==> config.mk <==
export PLATFORM = sky130hd
export DESIGN_NAME = utx_top
export DESIGN_NICKNAME = d
export VERILOG_FILES = /design/src/inc/utx_pkg.sv /design/src/inc/utx_baud_if.sv /design/src/verilog/utx_baud_gen.sv /design/src/verilog/utx_top.sv
export SDC_FILE = /design/constraint.sdc
export NUM_CORES = 1
export LEC_CHECK = 0
export BUFFER_PORTS_ARGS = -buffer_cell sky130_fd_sc_hd__clkbuf_2
export CAP_MARGIN = 10
export CORE_ASPECT_RATIO = 1.75
export CORE_MARGIN = 5
export CORE_UTILIZATION = 40
export DETAILED_ROUTE_END_ITERATION = 10
export HOLD_SLACK_MARGIN = 0.02
export PLACE_DENSITY_LB_ADDON = 0.08
export SLEW_MARGIN = 20
export SYNTH_ARGS = -nofsm -noshare
export SYNTH_HDL_FRONTEND = slang
export SYNTH_SLANG_ARGS = --single-unit
==> constraint.sdc <==
create_clock -name clk_in -period 9.2 [get_ports clk_in]
set_input_delay 0.92 -clock clk_in [delete_from_list [all_inputs] [get_ports clk_in]]
set_output_delay 0.92 -clock clk_in [all_outputs]
set_load 0.1 [all_outputs]
==> src/inc/utx_pkg.sv <==
/*
 * Constants and types shared by the transmit baud, break and parity block.
 * Assumes a single clock, a synchronous reset and byte addresses on the register port.
 */
package utx_pkg;
    // ************************************************************
    // register map
    // ************************************************************
    localparam int              UTX_ADDR_W     = 8;
    localparam logic [7:0]      UTX_FRAC_OFF   = 8'h28;
    localparam logic [7:0]      UTX_LINE_OFF   = 8'h2C;
    localparam logic [7:0]      UTX_STAT_OFF   = 8'h34;

    // ************************************************************
    // field layout and reset values
    // ************************************************************
    localparam int              UTX_INT_W      = 16;
    localparam int              UTX_FRAC_W     = 6;
    localparam int              UTX_BRK_BIT    = 0;
    localparam int              UTX_PAR_BIT    = 1;
    localparam int              UTX_EVEN_BIT   = 2;
    localparam int              UTX_ST_BUSY    = 0;
    localparam int              UTX_ST_BRK     = 1;
    localparam int              UTX_ST_PEND    = 2;
    localparam int              UTX_ST_OVS     = 3;
    localparam logic [5:0]      UTX_FRAC_RST   = 6'h00;
    localparam logic [15:0]     UTX_INT_RST    = 16'h0000;
    localparam logic [2:0]      UTX_LINE_RST   = 3'h0;

    // ************************************************************
    // timing counts
    // ************************************************************
    localparam logic [4:0]      UTX_OVS_16     = 5'h10;
    localparam logic [4:0]      UTX_OVS_8      = 5'h08;

    typedef enum logic [2:0] {
        UTX_IDLE,
        UTX_START,
        UTX_DATA,
        UTX_PARITY,
        UTX_STOP,
        UTX_BREAK
    } utx_state_t;
endpackage

==> src/inc/utx_baud_if.sv <==
/*
 * Carrier between the transmit controller and its baud tick generator.
 * Assumes both ends share clk_in.
 */
interface utx_baud_if;
    logic [15:0] int_div;
    logic [5:0]  frac_div;
    logic        ovs_sel;
    logic        run;
    logic        bit_tick;

    modport gen (input int_div, input frac_div, input ovs_sel, input run, output bit_tick);
    modport ctl (output int_div, output frac_div, output ovs_sel, output run, input bit_tick);
endinterface

==> src/verilog/utx_baud_gen.sv <==
/*
 * Fractional baud divider: one bit tick per 16 or 8 divided clocks.
 * Assumes run is held high for the whole character and the divisor is stable meanwhile.
 */
module utx_baud_gen
    import utx_pkg::*;
(
    input  wire logic clk_in,     // block clock
    input  wire logic rst_in,     // synchronous reset, high
    input  wire logic ce_in,      // clock enable
    utx_baud_if.gen   baud        // divisor in, tick out
);
    logic [15:0] cnt_q;
    logic [5:0]  acc_q;
    logic [4:0]  os_q;
    logic [6:0]  acc_sum;
    logic [15:0] reload;
    logic        os_tick;
    logic [4:0]  os_len;

    assign acc_sum = {1'b0, acc_q} + {1'b0, baud.frac_div};
    // a zero integer part runs as one clock per step
    assign reload  = ((baud.int_div == 16'h0000) ? 16'h0001 : baud.int_div)
                     - 16'h0001 + {15'h0000, acc_sum[6]};
    assign os_tick = baud.run && (cnt_q == 16'h0000);
    assign os_len  = baud.ovs_sel ? UTX_OVS_8 : UTX_OVS_16;

    // ************************************************************
    // divided clock with fractional carry
    // ************************************************************
    always_ff @(posedge clk_in) begin
        if (rst_in) begin
            cnt_q <= 16'h0000;
            acc_q <= 6'h00;
        end else if (ce_in) begin
            if (!baud.run) begin
                cnt_q <= reload;
                acc_q <= 6'h00;
            end else if (os_tick) begin
                cnt_q <= reload;
                acc_q <= acc_sum[5:0];
            end else begin
                cnt_q <= cnt_q - 16'h0001;
            end
        end
    end

    // ************************************************************
    // oversample count to bit tick
    // ************************************************************
    always_ff @(posedge clk_in) begin
        if (rst_in) begin
            os_q <= 5'h00;
        end else if (ce_in) begin
            if (!baud.run) begin
                os_q <= 5'h00;
            end else if (os_tick) begin
                os_q <= (os_q == os_len - 5'h01) ? 5'h00 : os_q + 5'h01;
            end
        end
    end

    assign baud.bit_tick = os_tick && (os_q == os_len - 5'h01);
endmodule

==> src/verilog/utx_top.sv <==
/*
 * Transmitter core: fractional baud divisor with deferred update, send break,
 * and parity generation for outgoing frames, with 1 start and 1 stop bit.
 * Assumes the integer divisor and oversample select come from registers elsewhere,
 * the FIFO presents data with valid and takes a pop, and rx_busy_in is same-clock logic.
 */
import utx_pkg::*;

//
// Contract
// - divisor is 16-bit integer plus 6-bit fraction, both reset to zero.
// - oversample select clear gives divisor of clock over sixteen times baud.
// - oversample select set gives divisor of clock over eight times baud.
// - new divisor values apply only after the current character completes.
// - send break holds line low continuously after the current character.
// - FIFO contents stay untouched while break is driven.
// - parity bit added only when enabled; odd/even ignored otherwise.
// - odd select makes data plus parity hold an odd count of ones.
// - even select makes data plus parity hold an even count of ones.
// - bit period is 16 divided clocks when select clear, 8 when set.
module utx_top
    import utx_pkg::*;
#(
    parameter int DATA_BITS = 8
)(
    input  wire logic                  clk_in,          // block clock, 20 MHz
    input  wire logic                  rst_in,          // synchronous reset, high
    input  wire logic                  ce_in,           // clock enable, freezes state
    input  wire logic [UTX_ADDR_W-1:0] addr_in,         // register byte address
    input  wire logic [31:0]           wdata_in,        // register write data
    input  wire logic                  wr_in,           // write strobe
    input  wire logic                  rd_in,           // read strobe
    output logic      [31:0]           rdata_out,       // read data, cycle after rd_in
    input  wire logic [15:0]           int_div_in,      // integer divisor register value
    input  wire logic                  ovs_sel_in,      // oversample select
    input  wire logic                  rx_busy_in,      // receiver mid-character
    input  wire logic [7:0]            fifo_data_in,    // head of transmit FIFO
    input  wire logic                  fifo_valid_in,   // FIFO holds a character
    output logic                       fifo_pop_out,    // take head of FIFO
    output logic                       tx_out,          // serial line, idle high
    output logic                       tx_busy_out      // character or break in progress
);
    // ************************************************************
    // parameter check
    // ************************************************************
    if (DATA_BITS < 5 || DATA_BITS > 8) begin : g_bad_width
        $error("utx_top: DATA_BITS must be 5 to 8");
    end

    // ************************************************************
    // declarations
    // ************************************************************
    utx_baud_if  baud ();
    utx_state_t  state_q;
    utx_state_t  state_d;
    logic [5:0]  frac_q;
    logic [2:0]  line_q;
    logic [15:0] int_act_q;
    logic [5:0]  frac_act_q;
    logic        ovs_act_q;
    logic [7:0]  shift_q;
    logic [2:0]  bit_q;
    logic        par_q;
    logic        tx_q;
    logic [31:0] rdata_q;
    logic        pend;
    logic        can_load;
    logic        send_break;
    logic        par_on;
    logic        even_sel;
    logic        tick;
    logic        start_char;
    logic        line_d;

    assign send_break      = line_q[UTX_BRK_BIT];
    assign par_on   = line_q[UTX_PAR_BIT];
    assign even_sel = line_q[UTX_EVEN_BIT];
    assign tick     = baud.bit_tick;

    // ************************************************************
    // register writes
    // ************************************************************
    always_ff @(posedge clk_in) begin
        if (rst_in) begin
            frac_q <= UTX_FRAC_RST;
            line_q <= UTX_LINE_RST;
        end else if (ce_in && wr_in) begin
            if (addr_in == UTX_FRAC_OFF) begin
                frac_q <= wdata_in[UTX_FRAC_W-1:0];
            end
            if (addr_in == UTX_LINE_OFF) begin
                line_q <= wdata_in[2:0];
            end
        end
    end

    // ************************************************************
    // register reads
    // ************************************************************
    always_ff @(posedge clk_in) begin
        if (rst_in) begin
            rdata_q <= 32'h0000_0000;
        end else if (ce_in) begin
            rdata_q <= 32'h0000_0000;
            if (rd_in) begin
                case (addr_in)
                    UTX_FRAC_OFF: rdata_q <= {26'h000_0000, frac_q};
                    UTX_LINE_OFF: rdata_q <= {29'h0000_0000, line_q};
                    UTX_STAT_OFF: rdata_q <= {28'h000_0000, ovs_act_q, pend,
                                              state_q == UTX_BREAK, tx_busy_out};
                    default:      rdata_q <= 32'h0000_0000;
                endcase
            end
        end
    end

    assign rdata_out = rdata_q;

    // ************************************************************
    // deferred divisor update
    // ************************************************************
    assign pend     = (int_act_q != int_div_in) || (frac_act_q != frac_q)
                      || (ovs_act_q != ovs_sel_in);
    assign can_load = (state_q == UTX_IDLE) && !rx_busy_in;

    always_ff @(posedge clk_in) begin
        if (rst_in) begin
            int_act_q  <= UTX_INT_RST;
            frac_act_q <= UTX_FRAC_RST;
            ovs_act_q  <= 1'b0;
        end else if (ce_in && can_load) begin
            int_act_q  <= int_div_in;
            frac_act_q <= frac_q;
            ovs_act_q  <= ovs_sel_in;
        end
    end

    assign baud.int_div  = int_act_q;
    assign baud.frac_div = frac_act_q;
    assign baud.ovs_sel  = ovs_act_q;
    assign baud.run      = (state_q != UTX_IDLE) && (state_q != UTX_BREAK);

    utx_baud_gen u_baud (
        .clk_in (clk_in),
        .rst_in (rst_in),
        .ce_in  (ce_in),
        .baud   (baud)
    );

    // ************************************************************
    // frame sequencer
    // ************************************************************
    // break waits for idle, so it never cuts a character short
    // a pending divisor loads first, so no step of the new character runs on the old one
    assign start_char = (state_q == UTX_IDLE) && !send_break && fifo_valid_in && !rx_busy_in
                        && !pend;

    always_comb begin
        state_d = state_q;
        case (state_q)
            UTX_IDLE: begin
                if (send_break) begin
                    state_d = UTX_BREAK;
                end else if (start_char) begin
                    state_d = UTX_START;
                end
            end
            UTX_START: begin
                if (tick) begin
                    state_d = UTX_DATA;
                end
            end
            UTX_DATA: begin
                if (tick && bit_q == 3'(DATA_BITS - 1)) begin
                    state_d = par_on ? UTX_PARITY : UTX_STOP;
                end
            end
            UTX_PARITY: begin
                if (tick) begin
                    state_d = UTX_STOP;
                end
            end
            UTX_STOP: begin
                if (tick) begin
                    state_d = UTX_IDLE;
                end
            end
            UTX_BREAK: begin
                if (!send_break) begin
                    state_d = UTX_IDLE;
                end
            end
            default: begin
                state_d = UTX_IDLE;
            end
        endcase
    end

    always_ff @(posedge clk_in) begin
        if (rst_in) begin
            state_q <= UTX_IDLE;
        end else if (ce_in) begin
            state_q <= state_d;
        end
    end

    // ************************************************************
    // data shifter and parity
    // ************************************************************
    always_ff @(posedge clk_in) begin
        if (rst_in) begin
            shift_q <= 8'h00;
            bit_q   <= 3'h0;
            par_q   <= 1'b0;
        end else if (ce_in) begin
            if (start_char) begin
                shift_q <= fifo_data_in;
                bit_q   <= 3'h0;
                // odd: ones plus parity odd; even: ones plus parity even
                par_q   <= (^fifo_data_in[DATA_BITS-1:0]) ^ ~even_sel;
            end else if (state_q == UTX_DATA && tick) begin
                shift_q <= {1'b0, shift_q[7:1]};
                bit_q   <= bit_q + 3'h1;
            end
        end
    end

    // FIFO is popped only when a character starts, never during break
    assign fifo_pop_out = ce_in && start_char;

    // ************************************************************
    // serial line
    // ************************************************************
    always_comb begin
        line_d = 1'b1;
        case (state_d)
            UTX_IDLE:   line_d = 1'b1;
            UTX_START:  line_d = 1'b0;
            UTX_DATA:   line_d = (state_q == UTX_START) ? shift_q[0]
                                 : (tick ? shift_q[1] : shift_q[0]);
            UTX_PARITY: line_d = par_q;
            UTX_STOP:   line_d = 1'b1;
            UTX_BREAK:  line_d = 1'b0;
            default:    line_d = 1'b1;
        endcase
    end

    always_ff @(posedge clk_in) begin
        if (rst_in) begin
            tx_q <= 1'b1;
        end else if (ce_in) begin
            tx_q <= line_d;
        end
    end

    assign tx_out      = tx_q;
    assign tx_busy_out = (state_q != UTX_IDLE);
endmodule
After elaboration in Yosys (flattened, before gate mapping)

Cells that the tools add are included.

Add/subtract/negate cells: 7
Equal/unequal tests: 19
Multiplexer cells: 27
Bitwise gates (word level): 2
Reductions and logical operators: 30

Operators by type and width:

| operator                | number |
|---|---|
| $mux W16                | 3 |
| $logic_not A16 Y1       | 2 |
| $sub A16 B1 Y16 const B | 2 |
| $mux W3                 | 10 |
| $eq A8 B6 Y1 const B    | 3 |
| $mux W5                 | 4 |
| $mux W6                 | 3 |
| $pmux W3 S6             | 1 |
| $pmux W6 S3             | 1 |
| $add A16 B1 Y16         | 1 |
| $mux W8                 | 2 |
| $ne A16 B16 Y1          | 1 |
| $logic_and A1 B1 Y1     | 13 |
| $eq A3 B2 Y1 const B    | 4 |
| $eq A3 B3 Y1 const B    | 4 |
| $reduce_and A2 Y1       | 5 |
| $reduce_xor A8 Y1       | 1 |
| $add A6 B6 Y7           | 1 |
| $eq A3 B1 Y1 const B    | 2 |
| $ne A6 B6 Y1            | 1 |
| $add A5 B1 Y5 const B   | 1 |
| $eq A5 B5 Y1            | 1 |
| $sub A5 B1 Y5 const B   | 1 |
| $add A3 B1 Y3 const B   | 1 |
| 13 further kinds        | 17 |

Register bits after elaboration: 107
Input port bits: 72
Output and inout port bits: 35
Logic and storage cells: 99

Longest topological paths before layout

Depth in word-level cells: 11
Gate-level depth with buffers: 15
Depth with buffers taken out: 14

Hierarchy

Synthesis repeated with hierarchy kept, for this count alone.

Cells, all modules: 608
Area total of the unflattened synthesis: 5067.4 sq um

Modules (own cells, without submodules):

| module       | times used | cells an instance | area each (sq um) | seq. area each (sq um) |
|---|---|---|---|---|
| utx_top      | 1          | 347               | 2956.6            | 1081.0 |
| utx_baud_gen | 1          | 261               | 2110.8            | 540.5 |

Worst setup path after synthesis

OpenSTA, ideal clock, no wires.

Path kind: input to output
From: input int_div_in[14]
To: output fifo_pop_out
Arrival: 3514 ps
Required time: 8280 ps
Slack: 4766 ps
Stages on the path: 4
Buffers on the path: 0
Cells stage by stage: xor2_1 nor4_1 nand4_2 nor4_2

Word-level cells in the longest chain between the ends: 6

RTL lines:

| element             | RTL line       | text |
|---|---|---|
| start: declaration  | utx_top.sv:34  | `input wire logic [15:0] int_div_in,` |
| $ne A16 B16 Y1      | utx_top.sv:122 | `assign pend = (int_act_q != int_div_in) \|\| (frac_act_q != frac_q)` |
| $logic_or A1 B1 Y1  | utx_top.sv:122 |  |
| $logic_or A1 B1 Y1  | utx_top.sv:123 | `\|\| (ovs_act_q != ovs_sel_in);` |
| $logic_not A1 Y1    | utx_top.sv:156 | `&& !pend;` |
| $logic_and A1 B1 Y1 | utx_top.sv:156 |  |
| $logic_and A1 B1 Y1 | utx_top.sv:229 | `assign fifo_pop_out = ce_in && start_char;` |
| end: declaration    | utx_top.sv:39  | `output logic fifo_pop_out,` |

No other way between the ends.

Worst setup path in the final report

From: input ovs_sel_in
To: output fifo_pop_out

Word-level cells in the longest chain between the ends: 5

RTL lines:

| element             | RTL line       | text |
|---|---|---|
| start: declaration  | utx_top.sv:35  | `input wire logic ovs_sel_in,` |
| $ne A1 B1 Y1        | utx_top.sv:123 |  |
| $logic_or A1 B1 Y1  | utx_top.sv:123 |  |
| $logic_not A1 Y1    | utx_top.sv:156 |  |
| $logic_and A1 B1 Y1 | utx_top.sv:156 |  |
| $logic_and A1 B1 Y1 | utx_top.sv:229 |  |

No other way between the ends.

==> qor.yml <==
status:
  status: "finished clean"
sta:
  setup_ws_ns: 5.23
  hold_violations: 0
  rsz0062_at_grt: "no"
  maxSlewViolCount: 0
  post-route-period-util_pct: 43.1
  fin_skew_ns: 0.00930
  finalSetupViolations: 0
  slew_headroom_pct: 30.8
  tightestPinTransition_ns: 1.03
  fin_setup_tns_ns: 0
  clock.fmax_mhz: 252
  fin_crit_ns: 3.97
critical_path:
  ff2ff_path_depth: 14
  r2r-end: "u_baud.cnt_q[14]"
  path_cells: "clkbuf_2, xor2_1, nor4_1, nand4_2, nor4_2, clkbuf_2"
  r2r_start: "baud.frac_div[0]"
  slowest_delay_ns: 0.60
  crit_path_end_kind: "output port"
  cp_common_cell: "clkbuf_2"
  reg2reg_slack_ns: 5.58
  critPathArrivalTime_ns: 3.05
  start_kind: "input pin"
  required_ns: 8.28
  crit_fanout: 5
  worstSetupPathType: "input pin to output port"
  crit_slowest_cell: "nor4_2"
place:
  dp.cells: 812
  dp_hpwl_um: 9810
  place_ws_ns: 5.16
  place_congestion: 0.852
  port_buffers: 54
synth:
  yosysSeqAreaShare_pct: 32.5
  netlist_instances: 621
  synth_flop_cell: "dfxtp_1"
  ys_warn_count: 0
  ys_ff_latch: 81
  avgSynthCellArea_um2: 8.05
  yosys.cell_types.count: 69
  syn_area_um2: 5000
  synth-async-reset-ratio_pct: 0
  synth_edf_count: 0
clock_network:
  ctsResizeCount: 0
  hold_buffers: 0
  cts_buffer_depth: 2
  numCtsBuffers: 9
  worstSkewPairLatency_ns: 0.34
  cts_tree: "built"
  clkTransAtPathRegs_ns: 0.06
  cts.sinks: 81
  h-tree-depth: 3
  ctsRootBufferMaster: "clkbuf_16"
  post_cts_buffers: 0
job:
  maxCapViolCount: 0
grt:
  antenna_found_initial: 0
  grt_max_degree: 78
  first_global_vias: 4169
  track_usage_pct: 18.2
  grt_pass1_wl_um: 21100
  overflow: 0
drt:
  drt_pass1_iterations: 4
  wl_per_cell_um: 15.8
  drt-initial-drc-count: 164
  via_per_inst: 5.14
  num_vias: 4259
  drc_errors: 0
  wl_um: 13100
  ant_nets: 0
cells_and_area:
  multi_input_area_um2: 3070
  seq_area_um2: 1620
  final_cells: 828
  nets: 741
  nFillCells: 1312
  antenna-diode-count: 0
  synthToLayoutAreaGrowth_pct: 11.1
  drive_above_1_share_pct: 15.3
hold_path:
  hold_path_depth: 2
  holdPathEnd: "u_baud.acc_q[2]"
  holdCritStartpoint: "u_baud.acc_q[2]"
  min_path_type: "register to register"
power:
  total_power_mw: 1.02
  p_clk_share_pct: 35.1
  p_switching_mw: 0.353
  p_sw_share_pct: 34.5
  p_seq_share_pct: 38.0
  p_per_area_nw_per_um2: 184
  combinationalPowerShare_pct: 27.0
  leakagePower_nw: 2.30
  intPower_mw: 0.671
  ir_drop_uv: 94.0
die:
  ios: 107
  die_w_um: 94.5
  initial_utilization_pct: 40.4
  die_area_um2: 14900
  die_y_um: 158
  core_um2: 12400
  rows: 54
-- worst max-delay path by stage --
stage,end,cells past startpoint,start,slack [ns]
final,fifo_pop_out,6,ovs_sel_in,5.23
after global routing,fifo_pop_out,6,int_div_in[8],5.01
after CTS,fifo_pop_out,6,int_div_in[8],5.16
after detailed placement,fifo_pop_out,6,int_div_in[8],5.16
after global placement,fifo_pop_out,6,int_div_in[3],5.17
after floorplan,fifo_pop_out,4,int_div_in[14],4.77
-- cells in the final DEF (no fill, tap or decap), drive strengths merged, types with 2 or more instances in the layout --
cell	Yosys	layout
nand3	21	21
clkbuf	25	67
nand4b	2	2
nor2b	5	5
xor2	35	35
dfxtp	81	81
o22ai	5	5
clkinv	0	2
o21bai	2	2
o211ai	2	2
or4b	3	3
nand3b	2	2
nand4	5	5
inv	14	14
o21ai	27	27
nor4	20	20
or3	2	2
nand2b	6	6
conb	1	26
and2	7	7
a22oi	5	5
and3	4	4
buf	36	5
a32o	3	3
ha	13	13
a21oi	54	54
a31oi	2	2
or4	3	3
mux2i	21	21
a21o	2	2
o21a	2	2
xnor2	16	16
nor3	22	22
and4	2	2
mux2	4	4
a22o	2	2
nand2	91	91
a211oi	10	10
nor2	48	48
-- layout make-up --
cell class	count	area share, %
multi-input cells	490	55.3
flip-flops and latches	81	29.2
repair buffers	59	5.54
clock buffers	13	4.51
well taps	168	3.79
inverters	14	0.946
clock inverters	3	0.721
-- stage by stage --
stage	utilization, %	hold WS (ns)	instance area [µm²]
3_3_place_gp	42.6	0.442	5260
6_report	44.9	0.462	5550
5_1_grt	44.9	0.471	5550
3_5_place_dp	42.6	0.453	5260
2_1_floorplan	-	0.436	5090
4_1_cts	44.9	0.460	5550
-- power groups by stage --
stage          clock network [mW]  logic, mW  registers (mW)
2_1_floorplan                   0      0.226           0.391
3_3_place_gp                    0      0.274           0.396
3_5_place_dp                    0      0.276           0.396
4_1_cts                     0.367      0.278           0.389
5_1_grt                     0.382      0.304           0.391
6_report                    0.359      0.276           0.389
-- cell families after synthesis --
kind of cell             after synthesis  share of synthesized area (%)
AND/OR/NAND/NOR                      248                           25.5
AO/OA/AOI/OAI                        125                           15.9
flip-flops                            81                           32.5
buffers and inverters                 75                           8.14
XOR/XNOR                              51                           8.94
multiplexers                          25                           5.11
adder cells (fa/ha/maj)               15                           3.86
other                                  1                         0.0751
-- cell usage after synthesis, drive strengths merged (2+ instances only) --
cell type	count	area [µm²]
a211oi	10	110
a21o	2	15.0
a21oi	54	270
a22o	2	17.5
a22oi	5	37.5
a31oi	2	12.5
a32o	3	30.0
and2	7	43.8
and3	4	25.0
and4	2	17.5
buf	36	259
clkbuf	25	95.1
dfxtp	81	1620
ha	13	163
inv	14	52.6
mux2	4	45.0
mux2i	21	210
nand2	91	344
nand2b	6	37.5
nand3	21	105
nand3b	2	15.0
nand4	5	37.5
nand4b	2	32.5
nor2	48	180
nor2b	5	31.3
nor3	22	138
nor4	20	138
o211ai	2	15.0
o21a	2	15.0
o21ai	27	135
o21bai	2	15.0
o22ai	5	31.3
or3	2	17.5
or4	3	26.3
or4b	3	30.0
xnor2	16	140
xor2	35	307
-- critical path: cells and delay by family --
family / cells / cell delay, ns
xor+xnor: 1 / 0.14
simple gates: 3 / 1.33
buf+inv: 2 / 0.66
-- layer usage --
layer | track usage (%) | vias up | part of all wire, %
met5 | 0 | - | 0
met4 | 4.68 | 0 | 1.3
met3 | 3.14 | 16 | 2.6
met2 | 34.2 | 67 | 54
met1 | 20.8 | 1986 | 42
li1 | - | 2190 | -
-- registers in the layout, summed over array words and instances (netlist names) --
name,count
tx_out,1
u_baud.acc_q,6
shift_q,8
line_q,3
frac_q,6
u_baud.os_q,5
baud.ovs_sel,1
state_q,3
baud.frac_div,6
par_q,1
rdata_out,6
bit_q,3
baud.int_div,16
u_baud.cnt_q,16
(Power assumes the default switching activity.)
